[src/mmn_pkg.sv]
// shared constants and types for the move/multiply/negate execute block
package mmn_pkg;

	// opcode fields of the instruction word
	localparam logic [7:0] OPC_STORE_WORKING = 8'h01;
	localparam logic [7:0] OPC_MULTIPLY_IMMEDIATE = 8'hBC;
	localparam logic [7:0] OPC_MULTIPLY_FILE = 8'h34;
	localparam logic [6:0] OPC_NEGATE_WORKING = 7'h16;
	localparam logic [2:0] OPC_MOVE_LOW_PAGE = 3'h2;

	// field positions inside the instruction word
	localparam int OPC_BYTE_LSB = 8;
	localparam int NEG_OPC_LSB = 9;
	localparam int NEG_SELECT_BIT = 8;
	localparam int PAGE_OPC_LSB = 13;
	localparam int PAGE_SRC_LSB = 8;
	localparam int PAGE_SRC_W = 5;

	// reset values
	localparam logic [7:0] WORKING_RESET = 8'h00;
	localparam logic [7:0] PRODUCT_RESET = 8'h00;
	localparam logic [7:0] FILE_ADDR_RESET = 8'h00;

	typedef enum logic [1:0] {PH_Q1, PH_Q2, PH_Q3, PH_Q4} mmn_phase_t;

	typedef enum logic [2:0] {
		OP_NONE,
		OP_STORE,
		OP_MUL_IMM,
		OP_MUL_FILE,
		OP_NEGATE,
		OP_MOVE_PAGE
	} mmn_op_t;

	typedef struct packed {
		logic ov;
		logic c;
		logic dc;
		logic z;
	} mmn_flags_t;

	typedef struct packed {
		logic en;
		logic [7:0] addr;
		logic [7:0] data;
	} mmn_file_wr_t;

	typedef struct packed {
		logic en;
		mmn_flags_t mask;
		mmn_flags_t value;
	} mmn_flag_wr_t;

	typedef struct packed {
		mmn_phase_t phase;
		mmn_op_t op;
		logic neg_sel;
		logic [7:0] f_addr;
		logic [7:0] p_addr;
		logic [7:0] operand;
		logic [7:0] working_register;
		logic [7:0] prod_hi;
		logic [7:0] prod_lo;
		mmn_file_wr_t file_wr;
		mmn_flag_wr_t flag_wr;
	} mmn_state_t;

endpackage : mmn_pkg

[src/mmn_multiplier.sv]
// unsigned multiplier for the product register pair
`timescale 1ns/1ps
`default_nettype none
module mmn_multiplier #(
	parameter int W = 8
) (
	// operands
	input wire logic [W-1:0] a,
	input wire logic [W-1:0] b,
	// full-width product, never overflows
	output logic [2*W-1:0] product
);

	assign product = {{W{1'b0}}, a} * {{W{1'b0}}, b};

endmodule : mmn_multiplier
`default_nettype wire

[src/mmn_negate.sv]
// two's complement of the working register with its flags
`timescale 1ns/1ps
`default_nettype none
module mmn_negate
	import mmn_pkg::*;
(
	// value to negate
	input wire logic [7:0] work,
	// result and flags of inverse plus one
	output logic [7:0] result,
	output mmn_flags_t flags
);

	logic [7:0] inv;
	logic [8:0] sum;
	logic [4:0] low;

	assign inv = ~work;
	// done as a real add so carry and digit carry fall out naturally
	assign sum = {1'b0, inv} + 9'h001;
	assign low = {1'b0, inv[3:0]} + 5'h01;
	assign result = sum[7:0];
	assign flags.c = sum[8];
	assign flags.dc = low[4];
	assign flags.z = (sum[7:0] == 8'h00);
	// positive plus one turning negative
	assign flags.ov = ~inv[7] & sum[7];

endmodule : mmn_negate
`default_nettype wire

[src/mmn_exec.sv]
// decode and execute of store, multiply, negate and low-page move
//
// Contract
// - storing the working register copies it to any file address, keeping it and all flags.
// - upper byte 1011 1100 multiplies the working register by the low-byte immediate, unsigned.
// - the immediate multiply puts its 16-bit product high byte to product_high, low to product_low, keeping the working register.
// - neither multiply touches any status flag, with no carry, overflow or zero indication.
// - the file multiply multiplies the working register by the file location at an 8-bit address, unsigned.
// - the file multiply stores its 16-bit product in the pair, high byte high, keeping the working register and the file location.
// - upper byte 0011 0100 decodes as the file multiply with the low byte as file address.
// - a build without the multiplier does not decode either multiply.
// - negate produces the inverse of the working register plus one.
// - with select bit 0 negate writes the result to the working register and the file location.
// - with select bit 1 negate writes the result only to the file location.
// - the low-page move copies a source at 00h to 1Fh to any destination and updates zero.
`timescale 1ns/1ps
`default_nettype none
module mmn_exec
	import mmn_pkg::*;
#(
	parameter bit HAS_MULTIPLIER = 1'b1,
	parameter logic [7:0] WORK_FILE_ADDR = 8'h0A
) (
	// clock and reset
	input wire logic CLK,
	input wire logic RESET,
	// instruction from fetch
	input wire logic INSTR_VALID,
	input wire logic [15:0] INSTR_WORD,
	output logic INSTR_TAKEN,
	output logic INSTR_FOREIGN,
	// working register load by other instructions
	input wire logic WORK_LOAD_EN,
	input wire logic [7:0] WORK_LOAD_DATA,
	// register file read port
	output logic FILE_RD_EN,
	output logic [7:0] FILE_RD_ADDR,
	input wire logic [7:0] FILE_RD_DATA,
	// register file write port
	output mmn_file_wr_t FILE_WR,
	// status flag update
	output mmn_flag_wr_t FLAG_WR,
	// architectural state
	output logic [7:0] WORKING_REGISTER,
	output logic [7:0] PRODUCT_HIGH,
	output logic [7:0] PRODUCT_LOW,
	output mmn_phase_t PHASE
);

	localparam mmn_state_t STATE_RESET = '{
		phase: PH_Q1,
		op: OP_NONE,
		neg_sel: 1'b0,
		f_addr: FILE_ADDR_RESET,
		p_addr: FILE_ADDR_RESET,
		operand: WORKING_RESET,
		working_register: WORKING_RESET,
		prod_hi: PRODUCT_RESET,
		prod_lo: PRODUCT_RESET,
		file_wr: '0,
		flag_wr: '0
	};

	mmn_state_t s_r;
	mmn_state_t s_nxt;
	mmn_op_t dec_op;
	logic [15:0] product;
	logic [7:0] neg_result;
	mmn_flags_t neg_flags;
	logic [7:0] rd_addr;
	logic rd_needed;

	// opcode recognition; multiplies vanish without the multiplier
	always_comb begin
		dec_op = OP_NONE;
		if (INSTR_WORD[15:OPC_BYTE_LSB] == OPC_STORE_WORKING) begin
			dec_op = OP_STORE;
		end else if (INSTR_WORD[15:OPC_BYTE_LSB] == OPC_MULTIPLY_IMMEDIATE
			&& HAS_MULTIPLIER) begin
			dec_op = OP_MUL_IMM;
		end else if (INSTR_WORD[15:OPC_BYTE_LSB] == OPC_MULTIPLY_FILE
			&& HAS_MULTIPLIER) begin
			dec_op = OP_MUL_FILE;
		end else if (INSTR_WORD[15:NEG_OPC_LSB] == OPC_NEGATE_WORKING) begin
			dec_op = OP_NEGATE;
		end else if (INSTR_WORD[15:PAGE_OPC_LSB] == OPC_MOVE_LOW_PAGE) begin
			dec_op = OP_MOVE_PAGE;
		end
	end

	// a Q1 slot is only offered to this block; anything else is passed on
	assign INSTR_TAKEN = (s_r.phase == PH_Q1) && INSTR_VALID
		&& (dec_op != OP_NONE);
	assign INSTR_FOREIGN = (s_r.phase == PH_Q1) && INSTR_VALID
		&& (dec_op == OP_NONE);

	// the immediate multiply reads nothing; the rest read in Q2
	assign rd_needed = (s_r.op == OP_STORE) || (s_r.op == OP_MUL_FILE)
		|| (s_r.op == OP_NEGATE) || (s_r.op == OP_MOVE_PAGE);
	assign rd_addr = (s_r.op == OP_MOVE_PAGE) ? s_r.p_addr : s_r.f_addr;
	assign FILE_RD_EN = (s_r.phase == PH_Q2) && rd_needed;
	assign FILE_RD_ADDR = rd_addr;

	// multiplier fed from registered operands so Q3 sees stable inputs
	mmn_multiplier #(
		.W(8)
	) u_mul (
		.a(s_r.working_register),
		.b(s_r.operand),
		.product(product)
	);

	mmn_negate u_neg (
		.work(s_r.working_register),
		.result(neg_result),
		.flags(neg_flags)
	);

	always_comb begin
		s_nxt = s_r;
		// write strobes live for exactly the Q4 phase
		s_nxt.file_wr.en = 1'b0;
		s_nxt.flag_wr.en = 1'b0;
		case (s_r.phase)
			PH_Q1: begin
				s_nxt.phase = PH_Q2;
				s_nxt.op = INSTR_VALID ? dec_op : OP_NONE;
				s_nxt.f_addr = INSTR_WORD[7:0];
				s_nxt.p_addr = {3'h0,
					INSTR_WORD[PAGE_SRC_LSB +: PAGE_SRC_W]};
				s_nxt.neg_sel = INSTR_WORD[NEG_SELECT_BIT];
				// immediate sits where a file address would
				s_nxt.operand = INSTR_WORD[7:0];
			end
			PH_Q2: begin
				s_nxt.phase = PH_Q3;
				if (rd_needed) begin
					// the working register is mapped into the file space
					s_nxt.operand = (rd_addr == WORK_FILE_ADDR) ?
						s_r.working_register : FILE_RD_DATA;
				end
			end
			PH_Q3: begin
				s_nxt.phase = PH_Q4;
				case (s_r.op)
					OP_STORE: begin
						s_nxt.file_wr = '{en: 1'b1, addr: s_r.f_addr,
							data: s_r.working_register};
					end
					OP_MUL_IMM, OP_MUL_FILE: begin
						// no file or flag write: source and flags stay
						s_nxt.prod_hi = product[15:8];
						s_nxt.prod_lo = product[7:0];
					end
					OP_NEGATE: begin
						s_nxt.file_wr = '{en: 1'b1, addr: s_r.f_addr,
							data: neg_result};
						if (!s_r.neg_sel || s_r.f_addr == WORK_FILE_ADDR) begin
							s_nxt.working_register = neg_result;
						end
						s_nxt.flag_wr.en = 1'b1;
						s_nxt.flag_wr.mask = '{ov: 1'b1, c: 1'b1, dc: 1'b1,
							z: 1'b1};
						s_nxt.flag_wr.value = neg_flags;
					end
					OP_MOVE_PAGE: begin
						s_nxt.file_wr = '{en: 1'b1, addr: s_r.f_addr,
							data: s_r.operand};
						if (s_r.f_addr == WORK_FILE_ADDR) begin
							s_nxt.working_register = s_r.operand;
						end
						s_nxt.flag_wr.en = 1'b1;
						s_nxt.flag_wr.mask = '{ov: 1'b0, c: 1'b0, dc: 1'b0,
							z: 1'b1};
						s_nxt.flag_wr.value = '{ov: 1'b0, c: 1'b0, dc: 1'b0,
							z: (s_r.operand == 8'h00)};
					end
					default: begin
						s_nxt.op = OP_NONE;
					end
				endcase
			end
			PH_Q4: begin
				s_nxt.phase = PH_Q1;
				s_nxt.op = OP_NONE;
			end
			default: begin
				s_nxt.phase = PH_Q1;
				s_nxt.op = OP_NONE;
			end
		endcase
		// other instructions own the working register outside this group
		if (WORK_LOAD_EN) begin
			s_nxt.working_register = WORK_LOAD_DATA;
		end
	end

	always_ff @(posedge CLK) begin
		if (RESET) begin
			s_r <= STATE_RESET;
		end else begin
			s_r <= s_nxt;
		end
	end

	assign FILE_WR = s_r.file_wr;
	assign FLAG_WR = s_r.flag_wr;
	assign WORKING_REGISTER = s_r.working_register;
	assign PRODUCT_HIGH = s_r.prod_hi;
	assign PRODUCT_LOW = s_r.prod_lo;
	assign PHASE = s_r.phase;

endmodule : mmn_exec
`default_nettype wire

[config.mk]
export PLATFORM = sky130hd
export DESIGN_NAME = mmn_exec
export DESIGN_NICKNAME = d
export VERILOG_FILES = /design/src/mmn_pkg.sv /design/src/mmn_multiplier.sv /design/src/mmn_negate.sv /design/src/mmn_exec.sv
export SDC_FILE = /design/constraint.sdc
export NUM_CORES = 1
export LEC_CHECK = 0
export ABC_AREA = 1
export BUFFER_PORTS_ARGS = -buffer_cell sky130_fd_sc_hd__buf_2
export CORE_MARGIN = 2
export CORE_UTILIZATION = 43
export DETAILED_ROUTE_END_ITERATION = 6
export GPL_ROUTABILITY_DRIVEN = 0
export PLACE_DENSITY = 0.64
export SYNTH_ARGS = -nofsm -noshare
export SYNTH_HDL_FRONTEND = slang
export SYNTH_SLANG_ARGS = --single-unit
[constraint.sdc]
create_clock -name CLK -period 7.1 [get_ports CLK]
set_input_delay 1.065 -clock CLK [delete_from_list [all_inputs] [get_ports CLK]]
set_output_delay 1.065 -clock CLK [all_outputs]
set_load 0.005 [all_outputs]
Word level (Yosys, flattened, before mapping):

Index checks and enable logic that the tools add are counted.

* muxes and demuxes: 21
* $mul: 1
* bitwise logic cells: 4
* eq/ne operators: 19
* reduce and logical (&&, ||, !) cells: 29
* add/subtract/negate cells: 2

Operator list (count)
* 17-bit one-hot mux with 3 select lines: 1
* 50-bit two-way mux: 1
* 8-bit two-way mux: 6
* 8-bit one-hot mux with 2 select lines: 2
* 3-bit two-way mux: 7
* 9-bit one-hot mux with 2 select lines: 1
* 8-bit by 4-bit equality test with 1-bit output (second input constant): 2
* 8-bit zero test: 2
* 8-bit by 8-bit multiplier with 16-bit output: 1
* 16-bit two-way mux: 1
* 3-bit nonzero test: 4
* 2-bit AND reduction: 5
* 8-bit by 1-bit adder with 9-bit output (second input constant): 1
* 3-bit by 2-bit equality test with 1-bit output (second input constant): 3
* 3-bit one-hot mux with 3 select lines: 1
* 8-bit by 1-bit equality test with 1-bit output (second input constant): 1
* 8-bit by 6-bit equality test with 1-bit output (second input constant): 1
* 8-bit equality test (second input constant): 1
* 8-bit inverter: 1
* 2-bit one-hot mux with 4 select lines: 1
* 7-bit by 5-bit equality test with 1-bit output (second input constant): 1
* 3-bit equality test (second input constant): 2
* 3-bit by 2-bit != test with 1-bit output (second input constant): 2
* 2-bit nonzero test: 3
* other kinds (15): 25

* register bits: 77
* input bits: 36
* output and inout bits: 63
* word-level logic and storage cells: 97

Depth between registers and ports, before layout:

Gate-level depths: netlist (run 1).

* word-level depth: 8
* depth in mapped cells: 22
* depth with buffers taken out: 21

Modules after synthesis:

Synthesis (run 1) repeated with hierarchy kept, for this count alone.

* cell total of the unflattened synthesis: 973
* area, all modules: 6572.6 µm²

By module, submodules not included
* mmn_exec: times used 1, cells each 555, sequential area each 1481.4 µm², area each 3955.0 µm²
* mmn_multiplier: times used 1, cells each 375, sequential area each 0.0 µm², area each 2403.6 µm²
* mmn_negate: times used 1, cells each 43, sequential area each 0.0 µm², area each 214.0 µm²

Worst setup path before layout (run 1):

No wires, ideal clock.

* kind: register to register
* start: reg s_r (netlist bit WORKING_REGISTER[1])
* end: reg s_r (netlist bit PRODUCT_HIGH[4])
* slack: 3.131 ns
* required time: 6.991 ns
* path buffers: 1
* arrival time: 3.860 ns
* cell stages (with the launch flop): 21
* setup time: 0.109 ns
* period minus slack after synthesis: 3.969 ns
* cell sequence: dfxtp_1 -> clkbuf_1 -> nand2_1 -> fa_1 -> fa_1 -> inv_1 -> fa_1 -> inv_1 -> fa_1 -> inv_1 -> ha_1 -> nand2_1 -> nand2_1 -> inv_1 -> o21ai_0 -> nand2_1 -> nand3_1 -> nand2_1 -> nand3_1 -> nand2_1 -> inv_1

* cells in the longest elaborated chain, start to end: 1

Ends and longest elaborated chain
* start: declaration: line mmn_exec.sv:64 `mmn_state_t s_r;`
* start signal: assignment: line mmn_exec.sv:202 `s_r <= s_nxt;`
* 8-bit by 8-bit multiplier with 16-bit output: line mmn_multiplier.sv:14 `assign product = {{W{1'b0}}, a} * {{W{1'b0}}, b};`

Every way passes these cells.
A chain may end at the register's enable or synchronous reset.

Worst setup path after layout (run 1):

* start: reg s_r (netlist bit WORKING_REGISTER[3])
* end: reg s_r (netlist bit PRODUCT_HIGH[4])

Same word-level chain as after synthesis.

==> run_results.csv, run 1 <==
group,metric,value,unit
floorplan,fp.dieW,128,um
power_and_ir_drop,internal_power,0.857,mW
placed_design,dp_worst_setup_slack,2.77,ns
grt,grt_overflow,0,
sta,post-route-period-util,61.2,%
floorplan,start_util,43.7,%
sta,setup_slack,2.76,ns
detailed_routing,via_count,5927,
yosys,syn_nets,1069,
flow_run,drv_cap,0,
floorplan,core_area,15000,um^2
critical_path,path_common_cell,"nand2_1",
detailed_routing,first_iter_violations,504,
yosys,synthArstFlopShare,0,%
critical_path,end_kind,"flop",
power_and_ir_drop,leakage,4.12,nW
critical_path,worstPathMaxFanout,16,
critical_path,crit_arrival,4.59,ns
power_and_ir_drop,ir_worst_vdd,0.152,mV
grt,antenna_found_initial,0,
power_and_ir_drop,p_comb_share,21.1,%
power_and_ir_drop,clkPwrFrac,41.2,%
yosys,synth_flop_cell,"dfxtp_1",
grt,use_met3,3.06,%
yosys,synth_edf_count,0,
placed_design,io_buffers,98,
cts,cts_sinks,74,
yosys,synthTopCellsByArea,"dfxtp_1 (23%), nand2_1 (12%), fa_1 (11%)",
final_layout,area_growth,7.85,%
yosys,synthMostInstantiatedCell,"nand2_1",
grt,grt_pass1_vias,5455,
floorplan,die_h,128,um
detailed_routing,drt-vias-per-instance,5.07,
placed_design,dp_cells,1153,
cts,hold_buffers,0,
sta,whs,0.463,ns
cts,cts_resized,0,
grt,track_usage,21.1,%
yosys,yosysTopAreaCellShare,22.6,%
grt,top_usage_layer,"met1",
final_layout,drive_gt1_share,15.3,%
detailed_routing,ant_nets,0,
outcome,status,"finished clean",
floorplan,die_area,16300,um^2
power_and_ir_drop,switching_share,32.7,%
placed_design,dpl_cell_area,6750,um^2
cts,cts_buffers,9,
yosys,ys_types,39,
yosys,synth.largest_area_cell,"dfxtp_1",
sta,setup_viol,0,
cts,cts-root-buf,"clkbuf_16",
final_layout,antenna_cells,0,
floorplan,rows,45,
sta,max_slew_margin,19.0,%
sta,report.final.slew_viol_count,0,
critical_path,crit_path_max_incr_delay,0.74,ns
hold_path,hp-class,"reg -> reg",
grt,use_met2,31.3,%
yosys,synth-seq-cells,74,
critical_path,crit_type,"reg -> reg",
cts,clk_pin_slew_worst_paths,0.07,ns
sta,worst_pin_slew,1.22,ns
power_and_ir_drop,power_density,180,nW/um^2
power_and_ir_drop,switchingPower,0.416,mW
yosys,synth-seq-area-share,22.6,%
cts,htreeDepth,3,
critical_path,slowest_stage,"dfxtp_1",
critical_path,crit_required,7.35,ns
detailed_routing,wl_per_cell,14.4,um
power_and_ir_drop,sequentialPowerShare,37.6,%
detailed_routing,routed_wirelength,16.9,mm
yosys,syn_inst,954,
grt,grtUsageMet1,31.4,%
final_layout,fin_cells,1169,
final_layout,nNetsFinal,1091,
sta,fin_setup_tns,0,ns
sta,final.min_clock_period,4.34,ns
yosys,synth_common_cells,"nand2_1 (206), inv_1 (191), dfxtp_1 (74), a21oi_1 (55), buf_4 (55)",
placed_design,dp_hpwl,12.7,mm
critical_path,crit_chain,"nand2_1, fa_1, fa_1, inv_1, fa_1, inv_1, fa_1, inv_1, ha_1, nand2_1, nand2_1, inv_1, o21ai_0, nand2_1, nand3_1, nand2_1, nand3_1, nand2_1, inv_1",
cts,post_cts_buffers,0,
yosys,avgSynthCellArea,6.88,um^2
yosys,netlist_area,6570,um^2
sta,skew,0.00957,ns
cts,clockBufferDepth,2,
grt,grt_max_degree,57,
detailed_routing,drcViolationCount,0,
yosys,yosysWarnings,0,
sta,fmax,0.230,GHz
detailed_routing,first_pass_iters,5,
final_layout,fin_area,7080,um^2
cts,clkLatencyLatePin,0.35,ns
cts,cts_tree,"done",
critical_path,cp-start-kind,"flop",
sta,hold_viol,0,
floorplan,pin_count,99,
sta,rsz0062_at_grt,"false",
grt,grt_pass1_wl,27.4,mm
## sequential cells by signal (all words and copies together), names as in the netlist
signal and cells:
PRODUCT_HIGH 8, PRODUCT_LOW 8, WORKING_REGISTER 8, FILE_WR 17, PHASE 2, FLAG_WR 7
s_r 24
## power groups by stage
stage               sequential [mW]  combinational [mW]  clock (mW)
detailed placement            0.488               0.268           0
global placement              0.486               0.267           0
CTS                           0.478               0.270       0.531
finish                        0.479               0.269       0.525
global route                  0.482               0.308       0.546
floorplan                     0.454               0.222           0
## worst max-delay path: cells and delay by family, from the launching register on
| kind | cells | cell delay [ns] |
|---|---|---|
| compound gates | 1 | 0.10 |
| flops | 1 | 0.74 |
| buf+inv | 5 | 0.29 |
| fa+ha+maj | 5 | 2.43 |
| simple gates | 8 | 0.69 |
## cell usage in the layout (no fill, tap or decap), drive strengths merged, types with 2 or more instances in the layout
cell / count
clkbuf: 10
o21ai: 48
clkinv: 3
nand2: 219
a22oi: 3
ha: 43
xnor2: 3
buf: 101
nor2: 57
a21oi: 55
inv: 199
xor2: 4
a31oi: 4
nor3: 5
nand4: 23
dfxtp: 74
nand3: 57
a41oi: 2
o21a: 9
fa: 36
or2: 4
bufinv: 2
o211ai: 10
o21bai: 3
nand3b: 4
## metal layers
layer / vias up / routed length (um)
met5: - / 0
met4: 0 / 286
met3: 27 / 1200
met2: 216 / 7280
met1: 2723 / 8090
li1: 2961 / -
## cell families after synthesis
group                      count (synthesis)  synth area share [%]
and+or+nand+nor                          371                  25.8
adders and majority gates                 79                  19.2
buffers and inverters                    288                  20.0
AOI/OAI and AO/OA                        135                  11.5
xor gates and xnor gates                   7                 0.934
DFF                                       74                  22.6
## cell type report
cell class              count  area [um^2]
fillers                  1569         7950
multi-input cells         592         3770
flip-flops and latches     74         1480
inverters                 198          743
repair buffers            101          513
clock buffers              10          239
well taps                 188          235
clock inverters             6         97.6
## path summary, 6_finish.rpt
path | slack [ns] | cells past startpoint | endpoint | start
setup / recovery | 2.76 | 19 | PRODUCT_HIGH[4] | WORKING_REGISTER[3]
setup reg to reg | 2.76 | 19 | PRODUCT_HIGH[4] | WORKING_REGISTER[3]
hold / removal | 0.46 | 1 | FLAG_WR[4] | FLAG_WR[4]
hold reg to reg | 0.46 | 1 | FLAG_WR[4] | FLAG_WR[4]
## stage by stage
step | utilization [%] | total power, mW
after floorplan | - | 0.676
after global placement | 44.9 | 0.753
after detailed placement | 44.9 | 0.755
after CTS | 47.1 | 1.28
after global routing | 47.1 | 1.34
final | 47.1 | 1.27
Note: power is estimated with default switching activity, not from simulation.
==> run 2: changes to the inputs <==
ABC_AREA = 0   (was 1)
PLACE_DENSITY = 0.67   (was 0.64)
clock period = 3.6 ns   (was 7.1 ns; I/O delays follow)
==> run 2 against run 1 <==
The run now ends with negative setup slack left; area after synthesis fell by 6.2%; synthesized cell count is 21% lower; first-iteration DRC count shrank 50%; routed wire length down 4.6%; critical endpoint is now PRODUCT_HIGH[7]; largest power group unchanged.
==> run_results.csv, run 2 <==
group,metric,value,unit
outcome,status,"finished, violations left",
outcome,violations,"negative setup slack",
detailed_routing,drcViolationCount,0,
placed_design,dp_hpwl,12.2,mm
detailed_routing,wl_met1,7.26,mm
detailed_routing,drt-vias-per-instance,5.24,
cts,clockBufferDepth,2,
critical_path,cp-start-kind,"flop",
cts,hold_buffers,0,
final_layout,nNetsFinal,957,
yosys,synthMostInstantiatedCell,"nand2_1",
sta,report.final.slew_viol_count,0,
yosys,yosysTopAreaCellShare,24.0,%
cts,cts-root-buf,"clkbuf_16",
placed_design,dp_worst_setup_slack,-0.428,ns
final_layout,drive_gt1_share,32.5,%
floorplan,die_h,124,um
yosys,synth_flop_cell,"dfxtp_1",
detailed_routing,wl_met2,7.54,mm
final_layout,largest_reg_flops,24,
floorplan,core_area,13900,um^2
final_layout,final_common_cell,"buf_2",
critical_path,crit_type,"reg -> reg",
yosys,netlist_area,6160,um^2
yosys,syn_inst,751,
sta,hold_viol,0,
power_and_ir_drop,internal_power,1.74,mW
sta,worst_pin_slew,0.747,ns
sta,whs,0.446,ns
critical_path,crit_required,3.87,ns
yosys,syn_nets,866,
critical_path,end_kind,"flop",
yosys,yosysWarnings,0,
floorplan,pin_count,99,
grt,track_usage,21.7,%
yosys,synth-seq-cells,74,
sta,fin_setup_tns,-1.77,ns
cts,clkLatencyLatePin,0.35,ns
cts,clk_pin_slew_worst_paths,0.06,ns
sta,setup_viol,8,
yosys,synth-seq-area-share,24.0,%
grt,antenna_found_initial,0,
final_layout,antenna_cells,0,
critical_path,reg2reg_from,"s_r[52]",
sta,fmax,0.255,GHz
yosys,ys_types,60,
power_and_ir_drop,clkPwrFrac,36.3,%
power_and_ir_drop,total_power,2.54,mW
floorplan,start_util,44.2,%
flow_run,drv_cap,0,
critical_path,crit_arrival,4.19,ns
final_layout,largest-register,"s_r",
cts,cts_tree,"done",
cts,cts_sinks,74,
power_and_ir_drop,power_density,335,nW/um^2
critical_path,r2r_end,"PRODUCT_HIGH[7]",
yosys,synthArstFlopShare,0,%
detailed_routing,wl_per_cell,15.7,um
hold_path,hold-path-endpoint,"s_r[59]",
cts,cts_buffers,9,
placed_design,io_buffers,98,
detailed_routing,wl_met3,915,um
grt,grt_overflow,0,
detailed_routing,routed.top_layer,"met4",
yosys,synth.largest_area_cell,"dfxtp_1",
yosys,synth_common_cells,"nand2_1 (90), dfxtp_1 (74), and2_1 (57), inv_1 (55), buf_4 (53)",
power_and_ir_drop,switchingPower,0.800,mW
sta,post-route-period-util,109,%
final_layout,num-fill-cells,1280,
yosys,synthTopCellsByArea,"dfxtp_1 (24%), fa_1 (12%), ha_1 (8.7%)",
power_and_ir_drop,switching_share,31.5,%
final_layout,mostFrequentLayoutCells,"buf_2 (98), nand2_1 (86), buf_4 (70), dfxtp_1 (60), inv_1 (50)",
power_and_ir_drop,leakage,3.66,nW
sta,rsz0062_at_grt,"true",
grt,grt_pass1_wl,25.6,mm
hold_path,hp-start,"INSTR_WORD[9]",
final_layout,fin_area,7570,um^2
grt,grt_pass1_vias,5081,
detailed_routing,first_pass_iters,5,
hold_path,hp-class,"in -> reg",
hold_path,hold_depth,3,
cts,htreeDepth,3,
grt,grt_max_degree,53,
final_layout,area_growth,22.8,%
floorplan,die_area,15300,um^2
detailed_routing,via_count,5385,
detailed_routing,ant_nets,0,
yosys,avgSynthCellArea,8.20,um^2
sta,max_slew_margin,50.1,%
power_and_ir_drop,sequentialPowerShare,35.9,%
floorplan,rows,43,
detailed_routing,routed_wirelength,16.1,mm
critical_path,rr_worst_depth,14,
placed_design,dpl_cell_area,6910,um^2
floorplan,fp.dieW,124,um
critical_path,rrSetupSlack,-0.32,ns
yosys,synth_edf_count,0,
critical_path,cp-startpoint,"s_r[52]",
sta,skew,0.00808,ns
sta,final.min_clock_period,3.92,ns
detailed_routing,first_iter_violations,254,
power_and_ir_drop,ir_worst_vdd,0.226,mV
power_and_ir_drop,p_comb_share,27.9,%
critical_path,worstPathMaxFanout,7,
sta,setup_slack,-0.316,ns
run 2: what timing repair did:
action / CTS / global route
pin swaps: 33 / 6
endpoints found under the setup margin: 9 / 9
gates resized for setup: 51 / 9
setup buffers: 17 / 0
run 2: layout make-up:
class	count	area, um^2	area share (%)
Timing Repair Buffer	178	1130	14.9
Multi-Input combinational cell	524	4180	55.2
Inverter	55	206	2.73
Tap cell	180	225	2.98
Sequential cell	74	1520	20.1
Clock inverter	5	42.5	0.562
Clock buffer	11	264	3.49
run 2: layer usage:
metal | global-route usage [%] | up-vias
li1 | - | 2664
met1 | 28.2 | 2523
met2 | 35.5 | 169
met3 | 4.90 | 29
met4 | 7.46 | 0
met5 | 0 | -
run 2: through the flow:
stage	std cells	util [%]
after detailed placement	994	49.6
final	1027	54.3
after global routing	1027	54.3
after CTS	1027	53.9
after global placement	994	49.6
after floorplan	751	-
run 2: worst max path at each step:
stage	end	slack [ns]	cells past startpoint
floorplan	PRODUCT_HIGH[7]	-0.39	16
global placement	PRODUCT_HIGH[7]	-0.36	14
detailed placement	PRODUCT_HIGH[7]	-0.43	14
CTS	PRODUCT_HIGH[7]	-0.33	14
global route	PRODUCT_HIGH[7]	-0.46	14
finish	PRODUCT_HIGH[7]	-0.32	14
run 2: power groups by stage:
stage | clock, mW | combinational (mW) | sequential, mW
global placement | 0 | 0.625 | 0.924
finish | 0.921 | 0.707 | 0.911
detailed placement | 0 | 0.630 | 0.925
CTS | 0.937 | 0.693 | 0.909
floorplan | 0 | 0.447 | 0.896
global route | 0.962 | 0.781 | 0.917
run 2: logic make-up (layout without fill, tap and decap cells):
family	count (synthesis)	count (layout)	synth area share, %
flip-flops	74	74	24.0
multiplexers	30	30	5.00
adder cells (fa/ha/maj)	79	79	20.4
XOR/XNOR	8	8	1.14
AND/OR/NAND/NOR	275	275	22.8
AO/OA/AOI/OAI	132	132	13.9
buffers and inverters	153	249	12.7
run 2: worst max-delay path, stage by stage, from the launching register on:
cell	delay, ns
dfxtp_4	0.39
nand2_2	0.07
fa_1	0.49
fa_1	0.51
inv_1	0.05
fa_1	0.47
inv_1	0.05
fa_1	0.48
inv_2	0.04
ha_4	0.22
o21a_1	0.10
o31a_1	0.14
o31a_1	0.30
or4_1	0.39
a31oi_1	0.14
